==> config.mk <==
export PLATFORM = sky130hd
export DESIGN_NAME = rail_sequencer_power_good
export DESIGN_NICKNAME = d
export VERILOG_FILES = /design/src/rail_sequencer_power_good.v
export VERILOG_INCLUDE_DIRS = /design/src /design/src/include
export SDC_FILE = /design/constraint.sdc
export NUM_CORES = 1
export LEC_CHECK = 0
export BUFFER_PORTS_ARGS = -buffer_cell sky130_fd_sc_hd__buf_2
export CORE_ASPECT_RATIO = 0.6
export CORE_UTILIZATION = 45
export DETAILED_ROUTE_END_ITERATION = 12
export GPL_TIMING_DRIVEN = 0
export SLEW_MARGIN = 20
export SYNTH_ARGS = -nofsm -noshare
export SYNTH_HDL_FRONTEND = slang
export SYNTH_SLANG_ARGS = --single-unit
==> constraint.sdc <==
create_clock -name clock_in -period 7.1 [get_ports clock_in]
set_clock_uncertainty 0.2 [all_clocks]
set_input_delay 0.71 -clock clock_in [delete_from_list [all_inputs] [get_ports clock_in]]
set_output_delay 0.71 -clock clock_in [all_outputs]
set_load 0.01 [all_outputs]
==> src/include/rail_seq_map.vh <==
// register offsets, field positions, reset values and timing for the rail sequencer
// assumes a 100 MHz system clock and a 32-bit apb slave with word-aligned registers
`ifndef RAIL_SEQ_MAP_VH
`define RAIL_SEQ_MAP_VH

////////////////////////////////////////////////////////////////////////////////
// byte addresses
`define ADDR_ENABLE 8'h00
`define ADDR_ORDER1 8'h04
`define ADDR_ORDER2 8'h08
`define ADDR_ORDER3 8'h0c
`define ADDR_ORDER4 8'h10
`define ADDR_ORDER5 8'h14
`define ADDR_ORDER6 8'h18
`define ADDR_GOODCFG 8'h1c
`define ADDR_STATUS 8'h20

////////////////////////////////////////////////////////////////////////////////
// order6 control bits, above the gap 5 and gap 6 fields
`define BIT_UP 8
`define BIT_DOWN 9
`define BIT_INSTANT 10
`define BIT_OFF 11
// good config: delay field, regulator masks, switch-as-regulator bits
`define POS_GDLY 0
`define POS_MASK 2
`define POS_REGCFG 4

////////////////////////////////////////////////////////////////////////////////
// reset values; rail order: buck 1..3, switch c, switch d, always-on a, b
`define RST_ORDER 28'hef54321
`define RST_GAPS 24'h111111
`define RST_GDLY 2'h0
`define RST_MASK 2'h3
`define RST_REGCFG 2'h3
`define RST_OFF 1'h1

////////////////////////////////////////////////////////////////////////////////
// timing: clock and tick periods in nanoseconds, delays in milliseconds
`define CLK_PERIOD_NS 10
`define TICK_PERIOD_NS 1000000
`define MONITOR_MS 5
`define HOLD_TIMEOUT_MS 5000
`define LONG_PRESS_MS 8000
`define GDLY0_MS 20
`define GDLY1_MS 100
`define GDLY2_MS 200
`define GDLY3_MS 400
`define GAP_MAX_MS 10

////////////////////////////////////////////////////////////////////////////////
// sequencer states
`define ST_OFF 3'h0
`define ST_WAIT 3'h1
`define ST_UP 3'h2
`define ST_ACTIVE 3'h3
`define ST_DOWN 3'h4
`define ST_SLEEP 3'h5

`endif

==> src/rail_sequencer_power_good.v <==
// rail power-up/power-down sequencer with power-good supervision and apb registers
// assumes all inputs synchronous to clock_in; rail good inputs are already deglitched
`timescale 1ns/1ps
`include "rail_seq_map.vh"

// How it works
// - strobes order rails, gaps 1 to 10 ms
// - sequence config returns to defaults on sleep/off/reset
// - power-up fires strobe 1, then gaps, up to 7
// - one strobe per rail, gaps in last registers
// - off wakes on button, usb, adaptor, hard reset edges
// - hold must be high within 5 s else down
// - in sleep, hold alone starts power-up
// - up bit starts sequencer, self-clears when done
// - strobe zero rails are never sequenced
// - enable register locked while sequencing, reflects rails
// - power-down runs strobe 7 down to 1
// - instant-down drops sequenced rails together
// - five triggers start power-down
// - off clears unsequenced rails, sleep keeps them
// - strobe 15 at wake, 14 after gap 6
// - always-on strobes go down with off bit, hard reset, long press, hold timeout or fault
// - enabled rail good lost means fault, off
// - monitoring starts 5 ms after rail enable
// - good outputs wait good-delay after sequencing
// - goods low on reset or all rails off
// - aux good follows always-on regulators
// - main good covers bucks, regulators, unmasked always-on
// - main good low outside completed active state
module rail_sequencer_power_good #(
  parameter TICK_CYCLES = `TICK_PERIOD_NS / `CLK_PERIOD_NS,
  parameter HOLD_TIMEOUT_MS = `HOLD_TIMEOUT_MS,
  parameter LONG_PRESS_MS = `LONG_PRESS_MS
) (
  input wire clock_in,
  input wire sys_rst_in,
  input wire psel_in,
  input wire penable_in,
  input wire pwrite_in,
  input wire [7:0] paddr_in,
  input wire [31:0] pwdata_in,
  output reg [31:0] prdata_out,
  output reg pready_out,
  output reg pslverr_out,
  input wire power_hold_input_in,
  input wire button_input_n_in,
  input wire hard_reset_input_n_in,
  input wire usb_in,
  input wire adaptor_in,
  input wire undervoltage_lockout_in,
  input wire overtemp_shutdown_in,
  input wire [6:0] rail_good_in,
  output reg [6:0] rail_enable_out,
  output reg main_good_output_out,
  output reg aux_good_output_out
);

  // rails whose strobe field equals the given strobe number
  function [6:0] strobe_mask;
    input [27:0] ord;
    input [3:0] s;
    integer i;
    begin
      for (i = 0; i < 7; i = i + 1) begin
        strobe_mask[i] = (ord[4*i +: 4] == s);
      end
    end
  endfunction

  // gap field to milliseconds: field + 1, capped at the maximum
  function [12:0] gap_ms;
    input [3:0] f;
    begin
      if (f >= 4'h9) begin
        gap_ms = 13'd`GAP_MAX_MS;
      end else begin
        gap_ms = {9'h000, f} + 13'h0001;
      end
    end
  endfunction

  ////////////////////////////////////////////////////////////////////////////
  // millisecond tick
  reg [16:0] tick_cnt_q;
  reg tick_q;

  // one divider feeds every ms count, so all delays share a phase
  always @(posedge clock_in) begin
    if (sys_rst_in) begin
      tick_cnt_q <= 17'h00000;
      tick_q <= 1'b0;
    end else if (tick_cnt_q == TICK_CYCLES[16:0] - 17'h00001) begin
      tick_cnt_q <= 17'h00000;
      tick_q <= 1'b1;
    end else begin
      tick_cnt_q <= tick_cnt_q + 17'h00001;
      tick_q <= 1'b0;
    end
  end

  ////////////////////////////////////////////////////////////////////////////
  // state and configuration
  reg [2:0] state_q;
  reg [3:0] strobe_q;
  reg [12:0] gap_q;
  reg dest_off_q;
  reg [27:0] order_q;
  reg [23:0] gaps_q;
  reg up_bit_q;
  reg down_bit_q;
  reg instant_q;
  reg off_bit_q;
  reg [1:0] gdly_q;
  reg [1:0] mask_q;
  reg [1:0] regcfg_q;
  reg [12:0] wait_ms_q;
  reg [12:0] press_ms_q;
  reg aon_run_q;
  reg [12:0] aon_ms_q;
  reg [8:0] good_ms_q;
  reg good_run_q;
  reg good_done_q;
  reg hold_prev_q;
  reg btn_prev_q;
  reg usb_prev_q;
  reg ac_prev_q;
  reg rst_prev_q;
  reg [2:0] mon_q [0:6];

  wire access = psel_in & penable_in & pready_out;
  wire wr = access & pwrite_in;
  wire busy = (state_q == `ST_UP) | (state_q == `ST_DOWN);
  wire wake_edge = (btn_prev_q & ~button_input_n_in) | (usb_in & ~usb_prev_q) |
                   (adaptor_in & ~ac_prev_q) | (hard_reset_input_n_in & ~rst_prev_q);
  wire healthy = ~undervoltage_lockout_in & ~overtemp_shutdown_in;
  wire [6:0] seq_rails = ~strobe_mask(order_q, 4'h0) & ~strobe_mask(order_q, 4'he) &
                         ~strobe_mask(order_q, 4'hf);
  wire [6:0] aon_rails = strobe_mask(order_q, 4'he) | strobe_mask(order_q, 4'hf);

  // monitored rails: enabled and past the settle window; switches only when regcfg_q marks them as regulators
  reg [6:0] mon_ready;
  integer k;
  always @* begin
    for (k = 0; k < 7; k = k + 1) begin
      mon_ready[k] = rail_enable_out[k] & (mon_q[k] == 3'd`MONITOR_MS);
    end
    mon_ready[3] = mon_ready[3] & regcfg_q[0];
    mon_ready[4] = mon_ready[4] & regcfg_q[1];
  end
  wire [6:0] bad = mon_ready & ~rail_good_in;
  wire fault = |bad;
  // main good covers bucks, switches as regulators, always-on when unmasked
  wire main_bad = |(bad & {~mask_q, 5'h1f});

  // settle counters restart whenever a rail is disabled
  integer m;
  always @(posedge clock_in) begin
    for (m = 0; m < 7; m = m + 1) begin
      if (sys_rst_in | ~rail_enable_out[m]) begin
        mon_q[m] <= 3'h0;
      end else if (tick_q & (mon_q[m] != 3'd`MONITOR_MS)) begin
        mon_q[m] <= mon_q[m] + 3'h1;
      end
    end
  end

  ////////////////////////////////////////////////////////////////////////////
  // sequencer
  always @(posedge clock_in) begin
    if (sys_rst_in) begin
      state_q <= `ST_OFF;
      strobe_q <= 4'h0;
      gap_q <= 13'h0000;
      dest_off_q <= 1'b1;
      order_q <= `RST_ORDER;
      gaps_q <= `RST_GAPS;
      up_bit_q <= 1'b0;
      down_bit_q <= 1'b0;
      instant_q <= 1'b0;
      off_bit_q <= `RST_OFF;
      gdly_q <= `RST_GDLY;
      mask_q <= `RST_MASK;
      regcfg_q <= `RST_REGCFG;
      wait_ms_q <= 13'h0000;
      press_ms_q <= 13'h0000;
      aon_run_q <= 1'b0;
      aon_ms_q <= 13'h0000;
      rail_enable_out <= 7'h00;
      hold_prev_q <= 1'b0;
      btn_prev_q <= 1'b1;
      usb_prev_q <= 1'b0;
      ac_prev_q <= 1'b0;
      rst_prev_q <= 1'b1;
    end else begin
      hold_prev_q <= power_hold_input_in;
      btn_prev_q <= button_input_n_in;
      usb_prev_q <= usb_in;
      ac_prev_q <= adaptor_in;
      rst_prev_q <= hard_reset_input_n_in;
      // register writes; enable is refused while the sequencer runs
      if (wr) begin
        case (paddr_in)
          `ADDR_ENABLE: begin
            if (!busy) begin
              rail_enable_out <= pwdata_in[6:0];
            end
          end
          `ADDR_ORDER1: order_q[7:0] <= pwdata_in[7:0];
          `ADDR_ORDER2: order_q[15:8] <= pwdata_in[7:0];
          `ADDR_ORDER3: order_q[23:16] <= pwdata_in[7:0];
          `ADDR_ORDER4: order_q[27:24] <= pwdata_in[3:0];
          `ADDR_ORDER5: gaps_q[15:0] <= pwdata_in[15:0];
          `ADDR_ORDER6: begin
            gaps_q[23:16] <= pwdata_in[7:0];
            up_bit_q <= pwdata_in[`BIT_UP] | up_bit_q;
            down_bit_q <= pwdata_in[`BIT_DOWN] | down_bit_q;
            instant_q <= pwdata_in[`BIT_INSTANT];
            off_bit_q <= pwdata_in[`BIT_OFF];
          end
          `ADDR_GOODCFG: begin
            gdly_q <= pwdata_in[`POS_GDLY +: 2];
            mask_q <= pwdata_in[`POS_MASK +: 2];
            regcfg_q <= pwdata_in[`POS_REGCFG +: 2];
          end
          default: begin
          end
        endcase
      end
      // always-on strobe 14 follows strobe 15 by gap 6, beside the main sequencer
      if (aon_run_q & tick_q) begin
        if (aon_ms_q <= 13'h0001) begin
          aon_run_q <= 1'b0;
          rail_enable_out <= rail_enable_out | strobe_mask(order_q, 4'he);
        end else begin
          aon_ms_q <= aon_ms_q - 13'h0001;
        end
      end
      if (gap_q != 13'h0000 && tick_q) begin
        gap_q <= gap_q - 13'h0001;
      end
      // long press counts only while the button stays low
      if (button_input_n_in) begin
        press_ms_q <= 13'h0000;
      end else if (tick_q && press_ms_q != LONG_PRESS_MS[12:0]) begin
        press_ms_q <= press_ms_q + 13'h0001;
      end
      case (state_q)
        `ST_OFF, `ST_SLEEP: begin
          // sleep accepts the hold level alone as a wake request
          if (hard_reset_input_n_in && healthy && (wake_edge ||
              (state_q == `ST_SLEEP && power_hold_input_in))) begin
            rail_enable_out <= rail_enable_out | strobe_mask(order_q, 4'hf);
            aon_run_q <= 1'b1;
            aon_ms_q <= gap_ms(gaps_q[23:20]);
            wait_ms_q <= 13'h0000;
            state_q <= `ST_WAIT;
          end
        end
        `ST_WAIT: begin
          // level check, so hold may already be high before the wake event
          if (power_hold_input_in) begin
            state_q <= `ST_UP;
            strobe_q <= 4'h1;
            gap_q <= 13'h0000;
          end else if (wait_ms_q == HOLD_TIMEOUT_MS[12:0]) begin
            state_q <= `ST_DOWN;
            strobe_q <= 4'h7;
            dest_off_q <= 1'b1;
          end else if (tick_q) begin
            wait_ms_q <= wait_ms_q + 13'h0001;
          end
        end
        `ST_UP: begin
          if (gap_q == 13'h0000) begin
            rail_enable_out <= rail_enable_out | strobe_mask(order_q, strobe_q);
            if (strobe_q == 4'h7) begin
              state_q <= `ST_ACTIVE;
              // a software set in the completing cycle wins over the self-clear
              up_bit_q <= wr & (paddr_in == `ADDR_ORDER6) & pwdata_in[`BIT_UP];
            end else begin
              gap_q <= gap_ms(gaps_q[4*(strobe_q-4'h1) +: 4]);
              strobe_q <= strobe_q + 4'h1;
            end
          end
        end
        `ST_ACTIVE: begin
          if (up_bit_q) begin
            state_q <= `ST_UP;
            strobe_q <= 4'h1;
            gap_q <= 13'h0000;
          end else if (down_bit_q || (hold_prev_q && !power_hold_input_in) ||
                       press_ms_q == LONG_PRESS_MS[12:0] || !hard_reset_input_n_in) begin
            state_q <= `ST_DOWN;
            strobe_q <= 4'h7;
            gap_q <= 13'h0000;
            down_bit_q <= wr & (paddr_in == `ADDR_ORDER6) & pwdata_in[`BIT_DOWN];
            dest_off_q <= off_bit_q | ~hard_reset_input_n_in |
                          (press_ms_q == LONG_PRESS_MS[12:0]);
          end
        end
        `ST_DOWN: begin
          if (gap_q == 13'h0000) begin
            if (instant_q) begin
              rail_enable_out <= rail_enable_out & ~seq_rails;
            end else begin
              rail_enable_out <= rail_enable_out & ~strobe_mask(order_q, strobe_q);
            end
            if (instant_q || strobe_q == 4'h1) begin
              // last strobe: off drops everything left, sleep keeps unsequenced rails
              if (dest_off_q) begin
                rail_enable_out <= 7'h00;
                aon_run_q <= 1'b0;
                state_q <= `ST_OFF;
              end else begin
                state_q <= `ST_SLEEP;
              end
              order_q <= `RST_ORDER;
              gaps_q <= `RST_GAPS;
              instant_q <= 1'b0;
              off_bit_q <= `RST_OFF;
              gdly_q <= `RST_GDLY;
              mask_q <= `RST_MASK;
              regcfg_q <= `RST_REGCFG;
              up_bit_q <= 1'b0;
              down_bit_q <= 1'b0;
            end else begin
              gap_q <= gap_ms(gaps_q[4*(strobe_q-4'h2) +: 4]);
              strobe_q <= strobe_q - 4'h1;
            end
          end
        end
        default: state_q <= `ST_OFF;
      endcase
      // a fault overrides everything: all rails off at once, defaults, off state
      if (state_q != `ST_OFF && (fault || !healthy)) begin
        rail_enable_out <= 7'h00;
        aon_run_q <= 1'b0;
        state_q <= `ST_OFF;
        order_q <= `RST_ORDER;
        gaps_q <= `RST_GAPS;
        instant_q <= 1'b0;
        off_bit_q <= `RST_OFF;
        gdly_q <= `RST_GDLY;
        mask_q <= `RST_MASK;
        regcfg_q <= `RST_REGCFG;
        up_bit_q <= 1'b0;
        down_bit_q <= 1'b0;
      end
    end
  end

  ////////////////////////////////////////////////////////////////////////////
  // power-good outputs
  reg aux_ok_q;

  // good delay starts when the sequencer completes into active
  always @(posedge clock_in) begin
    if (sys_rst_in) begin
      good_ms_q <= 9'h000;
      good_run_q <= 1'b0;
      good_done_q <= 1'b0;
      aux_ok_q <= 1'b0;
      main_good_output_out <= 1'b0;
      aux_good_output_out <= 1'b0;
    end else begin
      if (state_q == `ST_UP && gap_q == 13'h0000 && strobe_q == 4'h7) begin
        good_run_q <= 1'b1;
        good_done_q <= 1'b0;
        case (gdly_q)
          2'h0: good_ms_q <= 9'd`GDLY0_MS;
          2'h1: good_ms_q <= 9'd`GDLY1_MS;
          2'h2: good_ms_q <= 9'd`GDLY2_MS;
          default: good_ms_q <= 9'd`GDLY3_MS;
        endcase
      end else if (state_q != `ST_ACTIVE) begin
        good_run_q <= 1'b0;
        good_done_q <= 1'b0;
      end else if (good_run_q && tick_q) begin
        if (good_ms_q <= 9'h001) begin
          good_run_q <= 1'b0;
          good_done_q <= 1'b1;
          aux_ok_q <= 1'b1;
        end else begin
          good_ms_q <= good_ms_q - 9'h001;
        end
      end
      if (state_q == `ST_OFF) begin
        aux_ok_q <= 1'b0;
      end
      // main good: only in completed active, low when every rail is off
      main_good_output_out <= (state_q == `ST_ACTIVE) & good_done_q & (|rail_enable_out) &
                              ~main_bad;
      // aux good survives sleep; one faulted enabled regulator pulls it low
      aux_good_output_out <= aux_ok_q & (rail_enable_out[5] | rail_enable_out[6]) &
                             ~bad[5] & ~bad[6] & (|rail_enable_out);
    end
  end

  ////////////////////////////////////////////////////////////////////////////
  // apb slave: one wait state, answer in the second access cycle
  wire mapped = (paddr_in <= `ADDR_STATUS) && (paddr_in[1:0] == 2'h0);

  // enable writes during sequencing, status writes and unmapped addresses report an error
  always @(posedge clock_in) begin
    if (sys_rst_in) begin
      pready_out <= 1'b0;
      pslverr_out <= 1'b0;
      prdata_out <= 32'h00000000;
    end else begin
      pready_out <= psel_in & penable_in & ~pready_out;
      pslverr_out <= psel_in & penable_in & ~pready_out &
                     (~mapped | (pwrite_in & busy & (paddr_in == `ADDR_ENABLE)) |
                      (pwrite_in & (paddr_in == `ADDR_STATUS)));
      prdata_out <= 32'h00000000;
      if (psel_in & penable_in & ~pready_out & ~pwrite_in) begin
        case (paddr_in)
          `ADDR_ENABLE: prdata_out <= {25'h0000000, rail_enable_out};
          `ADDR_ORDER1: prdata_out <= {24'h000000, order_q[7:0]};
          `ADDR_ORDER2: prdata_out <= {24'h000000, order_q[15:8]};
          `ADDR_ORDER3: prdata_out <= {24'h000000, order_q[23:16]};
          `ADDR_ORDER4: prdata_out <= {28'h0000000, order_q[27:24]};
          `ADDR_ORDER5: prdata_out <= {16'h0000, gaps_q[15:0]};
          `ADDR_ORDER6: prdata_out <= {20'h00000, off_bit_q, instant_q, down_bit_q, up_bit_q,
                                       gaps_q[23:16]};
          `ADDR_GOODCFG: prdata_out <= {26'h0000000, regcfg_q, mask_q, gdly_q};
          `ADDR_STATUS: prdata_out <= {19'h00000, aux_good_output_out, main_good_output_out,
                                       aon_rails & rail_enable_out, busy, state_q};
          default: prdata_out <= 32'h00000000;
        endcase
      end
    end
  end

endmodule

==> results.json, run 1 <==
{
  "post_synth_fa_ha_maj_area_fraction_pct": 4.787,
  "synth.distinct_cells": 82,
  "nets": 1652,
  "yosysMostFrequentCell": "dfxtp_1",
  "die_area_um2": 26810,
  "vias": 11190,
  "finalCritPeriodShare_pct": 62.94,
  "powerDensity_nw_per_um2": 241.9,
  "synth_top_family_by_area": "simple AND/OR/NAND/NOR gates",
  "path_delay_family": "buffers and inverters",
  "clk_latency_ns": 0.53,
  "worst-path-max-fanout": 10,
  "postCtsSetupRepairBufs": 0,
  "status": "completed",
  "yosysWarnings": 0,
  "start_util_pct": 46.22,
  "instances_no_fill": 1916,
  "dp.cells": 1876,
  "drtAntennaViolNets": 0,
  "die_y_um": 127.2,
  "numClockSinks": 206,
  "ff2ff_setup_slack_ns": 2.63,
  "timing.rr.end": "gap_q[1]",
  "holdBufCountCts": 0,
  "wl_per_cell_um": 20.24,
  "rsz0062_at_grt": "false",
  "max_cap_violations": 0,
  "path_common_cell": "buf_2",
  "grtUsageTotal_pct": 28.85,
  "via_per_inst": 5.838,
  "fillerInstances": 2481,
  "place_congestion": 0.9825,
  "dp_hpwl_mm": 29.22,
  "hp-start": "pwdata_in[12]",
  "synth.area.top_cells": "dfxtp_1 31%, nand2_1 5.6%, edfxtp_1 5.4%",
  "core_um2": 25450,
  "postSynth.asyncResetShare_pct": 0,
  "worst_pin_slew_ns": 0.9162,
  "r2r_start": "strobe_q[0]",
  "fin_crit_ns": 4.468,
  "grt_pass1_wl_mm": 59.72,
  "synth_xor_area_share_pct": 6.404,
  "synth_mux_area_share_pct": 4.223,
  "drt_iter0_markers": 1099,
  "startpoint_type": "flip-flop",
  "clkTransAtPathRegs_ns": 0.06,
  "top_layer": "met5",
  "required_ns": 7.30,
  "crit_chain": "clkbuf_1, buf_2, buf_2, buf_2, inv_1, ha_1, clkbuf_1, mux4_2, a22o_1, and2_1, inv_1, ha_1, nor2b_1, a21oi_1, o21ai_0, nand3_1",
  "critPathKind": "flip-flop to flip-flop",
  "synth_cells": 1446,
  "min_to": "gaps_q[12]",
  "drt_pass1_iterations": 5,
  "clock-root-buffer": "clkbuf_16",
  "ys_top_cells_by_count": "185 x dfxtp_1, 174 x nand2_1, 152 x nor2_1",
  "ir_worst_vdd_uv": 201.1,
  "slew_headroom_pct": 38.41,
  "postLayoutCellArea_um2": 13400,
  "die_x_um": 210.7,
  "slowest_delay_ns": 0.56,
  "num_io_pins": 102,
  "met1Wirelength_mm": 19.26,
  "final_util_pct": 52.64,
  "drive_gt1_share_pct": 10.68,
  "finalSetupViolCount": 0,
  "place_area_um2": 12590,
  "cp-end-kind": "flip-flop",
  "ff2ff_path_depth": 16,
  "gr-total-overflow": 0,
  "cts.htree.levels": 1,
  "grt_max_degree": 15,
  "antenna_found_initial": 2,
  "syn_area_per_cell_um2": 8.135,
  "crit_arrival_ns": 4.67,
  "clock.fmax_ghz": 0.2238,
  "setup_tns_ns": 0,
  "routed_wl_mm": 38.77,
  "synth_edf_count": 21,
  "synth_area_um2": 11760,
  "ys_seq_elements": 206,
  "critical_path_buf_inv_count": 7,
  "port_buffers": 63,
  "yosysSeqAreaShare_pct": 36.85,
  "dr_wl_met3_mm": 4.662,
  "std_cell_rows": 45,
  "slew_viol_final": 0,
  "antennaDiodeCount": 0,
  "synth_top_cell_area_share_pct": 31.49,
  "first_global_vias": 10050,
  "cts-buffers-inserted": 22,
  "cp_slowest_cell": "mux4_2",
  "synth_flop_cell": "dfxtp_1",
  "clockBufferDepth": 3,
  "dr_wl_met2_mm": 14.32,
  "p_leak_nw": 5.152,
  "cts_resized": 0,
  "worst_hold_path_type": "input port to flip-flop",
  "hold_violations": 0,
  "drc": 0,
  "whs_path_depth": 3,
  "cts_tree": "built",
  "synth_top_area_cell": "dfxtp_1",
  "syn2layout_area_growth_pct": 13.90,
  "synth-simple-area-share_pct": 26.24,
  "synth_compound_area_share_pct": 15.82
}
stage by stage:
step | setup slack [ns] | power [W] | hold WS [ns]
2_1_floorplan | 3.311 | 0.001741 | 0.2202
3_3_place_gp | 2.676 | 0.001951 | 0.2364
3_5_place_dp | 2.665 | 0.001958 | 0.2402
4_1_cts | 2.625 | 0.003235 | 0.1958
5_1_grt | 2.294 | 0.003364 | 0.2115
6_report | 2.632 | 0.003241 | 0.1995
state kept, by name (all words and copies together) (netlist names), 2 cells and up:
name	cells
aon_ms_q	13
gap_q	13
gaps_q	24
gdly_q	2
good_ms_q	9
mask_q	2
mon_q	21
order_q	28
prdata_out	16
press_ms_q	13
rail_enable_out	7
regcfg_q	2
state_q	3
strobe_q	4
tick_cnt_q	17
wait_ms_q	13
worst max path at each step:
stage	to	slack (ns)	depth (start not counted)	startpoint
after floorplan	gap_q[1]	3.31	16	strobe_q[0]
after global placement	gap_q[1]	2.68	16	strobe_q[0]
after detailed placement	gap_q[1]	2.66	16	strobe_q[0]
after CTS	gap_q[1]	2.63	16	strobe_q[0]
after global routing	gap_q[1]	2.29	16	strobe_q[0]
final	gap_q[1]	2.63	16	strobe_q[0]
cells in the final DEF, fill, tap and decap left out, types with 7 or more instances in the layout:
cell type	instances
or4_1	13
nand4_1	16
a31oi_1	16
nand2_1	174
nor2_1	152
a211oi_1	12
buf_2	72
nor3_1	34
mux2i_1	35
or2_2	8
a21o_1	7
conb_1	16
nor2b_1	13
a21oi_1	94
clkbuf_1	61
clkbuf_8	8
a211o_1	10
xnor2_1	31
buf_1	9
ha_1	45
or3_1	19
dfxtp_1	185
o22ai_1	7
xor2_1	55
and2_1	10
nor4_1	25
nand3b_1	10
nand3_1	91
edfxtp_1	21
and3_1	22
a22oi_1	15
clkbuf_16	23
buf_4	20
inv_1	56
o21ai_0	41
nand2b_1	13
o31ai_1	9
final cells by class:
cell class	count	area, um^2	area share, %
clock inverter	5	105.1	0.7845
multi-input combinational	1103	6838	51.04
tap	352	440.4	3.287
buffer	96	454.2	3.390
timing repair buffer	63	315.3	2.353
inverter	56	210.2	1.569
sequential	206	4334	32.35
clock buffer	35	700.7	5.230
tightest hold or removal path, stage by stage:
cell	delay [ns]
buf_2	0.08
nand2_1	0.04
nand3_1	0.07
kinds of logic (layout without fill, tap and decap cells):
logic type,Yosys count,count (layout)
simple gates,630,630
compound gates,283,283
flops,206,206
buf+inv,152,255
xor+xnor,86,86
fa+ha+maj,45,45
mux,43,43
other cells,1,16
layer usage:
layer  vias to the layer above  global-route usage, %
li1                       5328                      -
met1                      5290                  46.21
met2                       527                  36.50
met3                        38                  9.145
met4                         2                  4.731
met5                         -                  1.452
where the power goes:
part | switching [W] | total (W) | internal [W]
combinational | 0.000507 | 0.000746 | 0.000239
sequential | 0.0000166 | 0.00121 | 0.00119
clock | 0.000499 | 0.00128 | 0.000785
Power figures use the tool's default switching activity.
==> inputs of run 2 (changes only) <==
--- a/config.mk
+++ b/config.mk
@@ -6,6 +6,7 @@
 export SDC_FILE = /design/constraint.sdc
 export NUM_CORES = 1
 export LEC_CHECK = 0
+export ABC_AREA = 1
 export BUFFER_PORTS_ARGS = -buffer_cell sky130_fd_sc_hd__buf_2
 export CORE_ASPECT_RATIO = 0.6
 export CORE_UTILIZATION = 45
==> constraint.sdc (replaced) <==
create_clock -name clock_in -period 4.53 [get_ports clock_in]
set_clock_uncertainty 0.2 [all_clocks]
set_input_delay 0.453 -clock clock_in [delete_from_list [all_inputs] [get_ports clock_in]]
set_output_delay 0.453 -clock clock_in [all_outputs]
set_load 0.01 [all_outputs]
==> run 2 against run 1 <==
Effect of this change: global-route usage up 0.58 points; highest routed layer is now met4; flip-flop and latch count did not move; cell count is 21% higher; routed wire length grew 7.3%; largest cell class unchanged; total power rose by 63%.
==> results.json, run 2 <==
{
  "status": "completed",
  "yosysSeqAreaShare_pct": 35.04,
  "routed_wl_mm": 41.60,
  "drt_iter0_markers": 1660,
  "postSynth.asyncResetShare_pct": 0,
  "dp.cells": 2271,
  "numClockSinks": 206,
  "worst-path-max-fanout": 10,
  "synth_edf_count": 21,
  "vias": 12690,
  "max_flop_register": "order_q",
  "clock.fmax_ghz": 0.3000,
  "gr-total-overflow": 0,
  "timing.hold.ws_ns": 0.02569,
  "slew_headroom_pct": 52.12,
  "ys_top_cells_by_count": "404 x nand2_1, 246 x nor2_1, 214 x inv_1",
  "cp_slowest_cell": "clkbuf_1",
  "cts_tree": "built",
  "synth_top_area_cell": "dfxtp_1",
  "largest_registers": "order_q (28), gaps_q (24), mon_q (21)",
  "die_area_um2": 28180,
  "std_cell_rows": 46,
  "finalCritPeriodShare_pct": 73.58,
  "grtUsageTotal_pct": 29.43,
  "path_delay_family": "simple AND/OR/NAND/NOR gates",
  "rsz0062_at_grt": "false",
  "drive_gt1_share_pct": 10.16,
  "largest_reg_flops": 28,
  "num_io_pins": 102,
  "syn2layout_area_growth_pct": 13.42,
  "synth_cells": 1828,
  "wl_per_cell_um": 17.94,
  "via_per_inst": 5.473,
  "postCtsSetupRepairBufs": 0,
  "ir_worst_vdd_uv": 230.9,
  "cp-end-kind": "flip-flop",
  "fillerInstances": 2725,
  "finalSetupViolCount": 0,
  "critPathKind": "flip-flop to flip-flop",
  "powerDensity_nw_per_um2": 376.9,
  "path_common_cell": "nand2_1",
  "core_um2": 26710,
  "synth_top_cell_area_share_pct": 29.94,
  "p_seq_share_pct": 36.3,
  "startpoint_type": "flip-flop",
  "synth.distinct_cells": 47,
  "port_buffers": 68,
  "p_int_w": 0.003374,
  "place_congestion": 0.9905,
  "worst_hold_path_type": "input port to flip-flop",
  "drt_pass1_iterations": 6,
  "hold_violations": 0,
  "clockBufferDepth": 3,
  "clkTransAtPathRegs_ns": 0.07,
  "synth_flop_cell": "dfxtp_1",
  "seq_area_um2": 4334,
  "fin_crit_ns": 3.333,
  "critical_path_buf_inv_count": 4,
  "cts.htree.levels": 1,
  "clkPwrFrac_pct": 35.1,
  "cts-buffers-inserted": 21,
  "antenna_found_initial": 2,
  "ys_seq_elements": 206,
  "comb_power_share_pct": 28.6,
  "multi_input_area_um2": 6839,
  "drtAntennaViolNets": 0,
  "die_y_um": 130.4,
  "nets": 2047,
  "slowest_delay_ns": 0.42,
  "first_global_vias": 11370,
  "grt_max_degree": 15,
  "dp_hpwl_mm": 32.46,
  "worst_pin_slew_ns": 0.7182,
  "grt_pass1_wl_mm": 64.22,
  "required_ns": 4.76,
  "slew_viol_final": 0,
  "die_x_um": 216.0,
  "postLayoutCellArea_um2": 14030,
  "clock-root-buffer": "clkbuf_16",
  "clk_latency_ns": 0.54,
  "p_leak_nw": 6.598,
  "max_cap_violations": 0,
  "instances_no_fill": 2319,
  "p_sw_share_pct": 36.20,
  "yosysWarnings": 0,
  "netSwitchingPower_w": 0.001914,
  "start_util_pct": 46.32,
  "final_cell_mix": "404 x nand2_1, 246 x nor2_1, 214 x inv_1",
  "crit_arrival_ns": 3.56,
  "yosysMostFrequentCell": "nand2_1",
  "place_area_um2": 13220,
  "final_common_cell": "nand2_1",
  "syn_area_per_cell_um2": 6.767,
  "drc": 0,
  "cts_resized": 0,
  "setup_tns_ns": 0,
  "crit_chain": "buf_2, inv_1, ha_1, clkbuf_1, nand3_1, nand3_1, nand2_1, nor2_1, inv_1, ha_1, nor2_1, nand2_1, nand2_1, nand2_1, nand2_1, nand2_1, nand2_1, nand2_1",
  "synth.area.top_cells": "dfxtp_1 30%, nand2_1 12%, nor2_1 7.5%",
  "synth_area_um2": 12370
}
## run 2: cell count changes in the layout (fill, tap and decap cells not counted), sizes merged, moves of 20 or more
cell,previous run,this run
nor2,153,253
nand3,91,158
nor4,29,8
o2111ai,2,22
nand2,174,413
and3,22,1
inv,56,230
mux2i,35,0
clkbuf,92,47
o21ai,41,90
## run 2: worst paths after layout
check,cells past startpoint,slack (ns),start,endpoint
max,18,1.20,strobe_q[1],gap_q[1]
max reg2reg,18,1.20,strobe_q[1],gap_q[1]
min reg2reg,1,0.25,tick_cnt_q[0],tick_cnt_q[0]
min,3,0.03,pwdata_in[10],instant_q
## run 2: layout make-up
cell class | instances | share of cell area, %
multi-input combinational | 1337 | 48.75
clock inverter | 10 | 0.7670
buffer | 69 | 2.738
timing repair buffer | 77 | 3.068
inverter | 231 | 6.189
antenna | 1 | 0.01784
clock buffer | 28 | 4.370
tap | 360 | 3.211
sequential | 206 | 30.89
## run 2: layer usage
layer	wire, um	vias to the layer above	GRT usage, %
met5	0	-	0
met4	690	0	5.385
met3	5704	50	11.11
met2	15710	600	40.20
met1	19500	5840	43.50
li1	-	6202	-
## run 2: tightest hold or removal path, stage by stage
cell and delay [ns]:
buf_2 0.11, o21ai_1 0.07, nor2_1 0.09
## run 2: per-stage QoR
stage,worst slack (ns),util (%),total power (W)
2_1_floorplan,1.830,-,0.002979
3_3_place_gp,1.326,49.49,0.003394
3_5_place_dp,1.283,49.49,0.003411
4_1_cts,1.260,52.53,0.005269
5_1_grt,0.9656,52.53,0.005542
6_report,1.197,52.53,0.005288
## run 2: power groups by stage
stage	Combinational (W)	Clock, W	Sequential [W]
after floorplan	0.00103	0	0.00195
after global placement	0.00144	0	0.00196
after detailed placement	0.00145	0	0.00196
after CTS	0.00147	0.00189	0.00192
after global routing	0.00166	0.00196	0.00192
final	0.00151	0.00186	0.00192
## run 2: kinds of logic after synthesis
| kind of cell | share of synthesized area, % |
|---|---|
| other | 0.03032 |
| flip-flops | 35.04 |
| buffers and inverters | 10.13 |
| adder cells (fa/ha/maj) | 4.552 |
| AO/OA/AOI/OAI | 13.32 |
| XOR/XNOR | 4.886 |
| AND/OR/NAND/NOR | 32.05 |
## run 2: what timing repair did
| item | in CTS | in global routing |
|---|---|---|
| endpoints found under the hold margin | 9 | 0 |
| hold buffers | 9 | 0 |
| endpoints found under the setup margin | 0 | 0 |
==> inputs of run 3 (changes only) <==
--- a/config.mk
+++ b/config.mk
@@ -6,12 +6,13 @@
 export SDC_FILE = /design/constraint.sdc
 export NUM_CORES = 1
 export LEC_CHECK = 0
-export ABC_AREA = 1
+export ABC_AREA = 0
 export BUFFER_PORTS_ARGS = -buffer_cell sky130_fd_sc_hd__buf_2
 export CORE_ASPECT_RATIO = 0.6
 export CORE_UTILIZATION = 45
 export DETAILED_ROUTE_END_ITERATION = 12
 export GPL_TIMING_DRIVEN = 0
+export PLACE_DENSITY = 0.65
 export SLEW_MARGIN = 20
 export SYNTH_ARGS = -nofsm -noshare
 export SYNTH_HDL_FRONTEND = slang
==> constraint.sdc (replaced) <==
create_clock -name clock_in -period 3.05 [get_ports clock_in]
set_clock_uncertainty 0.2 [all_clocks]
set_input_delay 0.305 -clock clock_in [delete_from_list [all_inputs] [get_ports clock_in]]
set_output_delay 0.305 -clock clock_in [all_outputs]
set_load 0.01 [all_outputs]
==> run 3 against run 2 <==
Effect of this change: sequential power grew 47%; largest power group unchanged; largest cell class unchanged; sequential share of layout area grew 0.30 points; total power is 45% higher; highest routed layer unchanged; critical path depth shrank 11; critical path type unchanged; via count decreased by 10%; final area is 0.83% lower.
==> results.json, run 3 (synthesis gave the netlist of run 1 again) <==
{
  "largest_registers": "order_q (28), gaps_q (24), mon_q (21)",
  "clk_latency_ns": 0.54,
  "die_area_um2": 26810,
  "critPathKind": "flip-flop to flip-flop",
  "wl_per_cell_um": 19.96,
  "setup_tns_ns": 0,
  "max_flop_register": "order_q",
  "timing.hold.ws_ns": 0.06619,
  "clkPwrFrac_pct": 34.8,
  "crit_arrival_ns": 3.11,
  "std_cell_rows": 45,
  "drt_pass1_iterations": 8,
  "antenna_found_initial": 0,
  "nets": 1689,
  "ir_worst_vdd_uv": 376.8,
  "clock-root-buffer": "clkbuf_16",
  "final_util_pct": 54.67,
  "via_per_inst": 5.845,
  "num_io_pins": 102,
  "slew_viol_final": 0,
  "worstSetupStartpoint": "state_q[0]",
  "final_cell_mix": "182 x dfxtp_1, 174 x nand2_1, 147 x nor2_1",
  "drtAntennaViolNets": 0,
  "ff2ff_path_depth": 7,
  "final_common_cell": "dfxtp_1",
  "p_leak_nw": 5.386,
  "timing.rr.end": "rail_enable_out[1]",
  "fin_crit_ns": 2.941,
  "dp.cells": 1876,
  "cp-endpoint": "rail_enable_out[1]",
  "instances_no_fill": 1952,
  "gr-total-overflow": 0,
  "routed_wl_mm": 38.96,
  "clkTransAtPathRegs_ns": 0.07,
  "p_total_w": 0.007651,
  "p_int_w": 0.005147,
  "syn2layout_area_growth_pct": 18.28,
  "comb_power_share_pct": 28.2,
  "max_cap_violations": 0,
  "largest_reg_flops": 28,
  "drive_gt1_share_pct": 14.56,
  "cp-end-kind": "flip-flop",
  "ff2ff_setup_slack_ns": 0.11,
  "cts_tree": "built",
  "port_buffers": 63,
  "grt_pass1_wl_mm": 60.04,
  "hold_violations": 0,
  "drt_iter0_markers": 1357,
  "netSwitchingPower_w": 0.002504,
  "fillerInstances": 2434,
  "slew_headroom_pct": 37.34,
  "finalSetupViolCount": 0,
  "grt_max_degree": 15,
  "place_congestion": 1.041,
  "grtUsageTotal_pct": 28.95,
  "r2r_start": "state_q[0]",
  "clock.fmax_ghz": 0.3400,
  "dp_hpwl_mm": 29.18,
  "startpoint_type": "flip-flop",
  "powerDensity_nw_per_um2": 549.9,
  "cts.htree.levels": 1,
  "die_x_um": 210.7,
  "p_sw_share_pct": 32.73,
  "clockBufferDepth": 3,
  "worst-path-max-fanout": 10,
  "core_um2": 25450,
  "antennaDiodeCount": 0,
  "first_global_vias": 10450,
  "finalCritPeriodShare_pct": 96.43,
  "cts-buffers-inserted": 22,
  "vias": 11410,
  "status": "completed",
  "worst_pin_slew_ns": 0.9375,
  "required_ns": 3.22,
  "die_y_um": 127.2,
  "p_seq_share_pct": 37.0,
  "drc": 0,
  "worst_hold_path_type": "input port to flip-flop",
  "numClockSinks": 206,
  "start_util_pct": 46.22
}
==> run 3: worst max-delay path, stage by stage (launching register included) <==
cell and delay [ns]:
dfxtp_1 0.30, clkbuf_1 0.23, nor2b_2 0.29, nor3_2 0.32, o311a_2 0.48, clkbuf_1 0.61, nand3_1 0.13, o311ai_0 0.18
==> run 3: layer usage <==
layer,track usage [%],vias to the layer above,share of wire [%]
li1,-,5395,-
met5,0,-,0
met2,37.29,591,37
met4,5.541,0,2.0
met3,9.317,67,13
met1,45.55,5356,48
==> run 3: power by group through the flow <==
stage	Clock [W]	Combinational [W]	Sequential (W)
floorplan	0	0.00133	0.00287
global placement	0	0.00179	0.00288
detailed placement	0	0.00181	0.00288
CTS	0.00270	0.00200	0.00282
global route	0.00281	0.00231	0.00284
finish	0.00266	0.00216	0.00283
==> run 3: final cells by class <==
cell class / count / area (um^2) / area share, %
multi-input combinational: 1103 / 7019 / 50.45
sequential: 206 / 4340 / 31.20
timing repair buffer: 108 / 724.4 / 5.207
clock buffer: 33 / 651.9 / 4.685
buffer: 88 / 470.5 / 3.381
tap: 352 / 440.4 / 3.165
inverter: 56 / 216.5 / 1.556
clock inverter: 6 / 50.05 / 0.3597
==> run 3: worst min-delay path by stage <==
stage	startpoint	to	slack, ns	cells after the start
2_1_floorplan	hard_reset_input_n_in	rst_prev_q	0.21	1
6_report	button_input_n_in	press_ms_q[2]	0.07	4
3_5_place_dp	good_done_q	main_good_output_out	0.24	2
5_1_grt	paddr_in[1]	prdata_out[2]	0.10	4
3_3_place_gp	good_done_q	main_good_output_out	0.24	2
4_1_cts	paddr_in[1]	prdata_out[2]	0.06	4
==> run 3: through the flow <==
step / area (um^2) / worst slack [ns]
floorplan: 11930 / 0.002159
global placement: 12690 / -0.4243
detailed placement: 12700 / -0.4206
CTS: 13790 / 0.00007261
global route: 13910 / -0.006794
finish: 13910 / 0.1090
==> run 3: timing repair <==
item                                   CTS  global route
hold buffers                            22             0
buffers inserted                        10            13
cloned                                   0             0
resized for setup                       27            32
pin swaps                                6            16
setup endpoints to repair               49            91
endpoints found under the hold margin   40             0
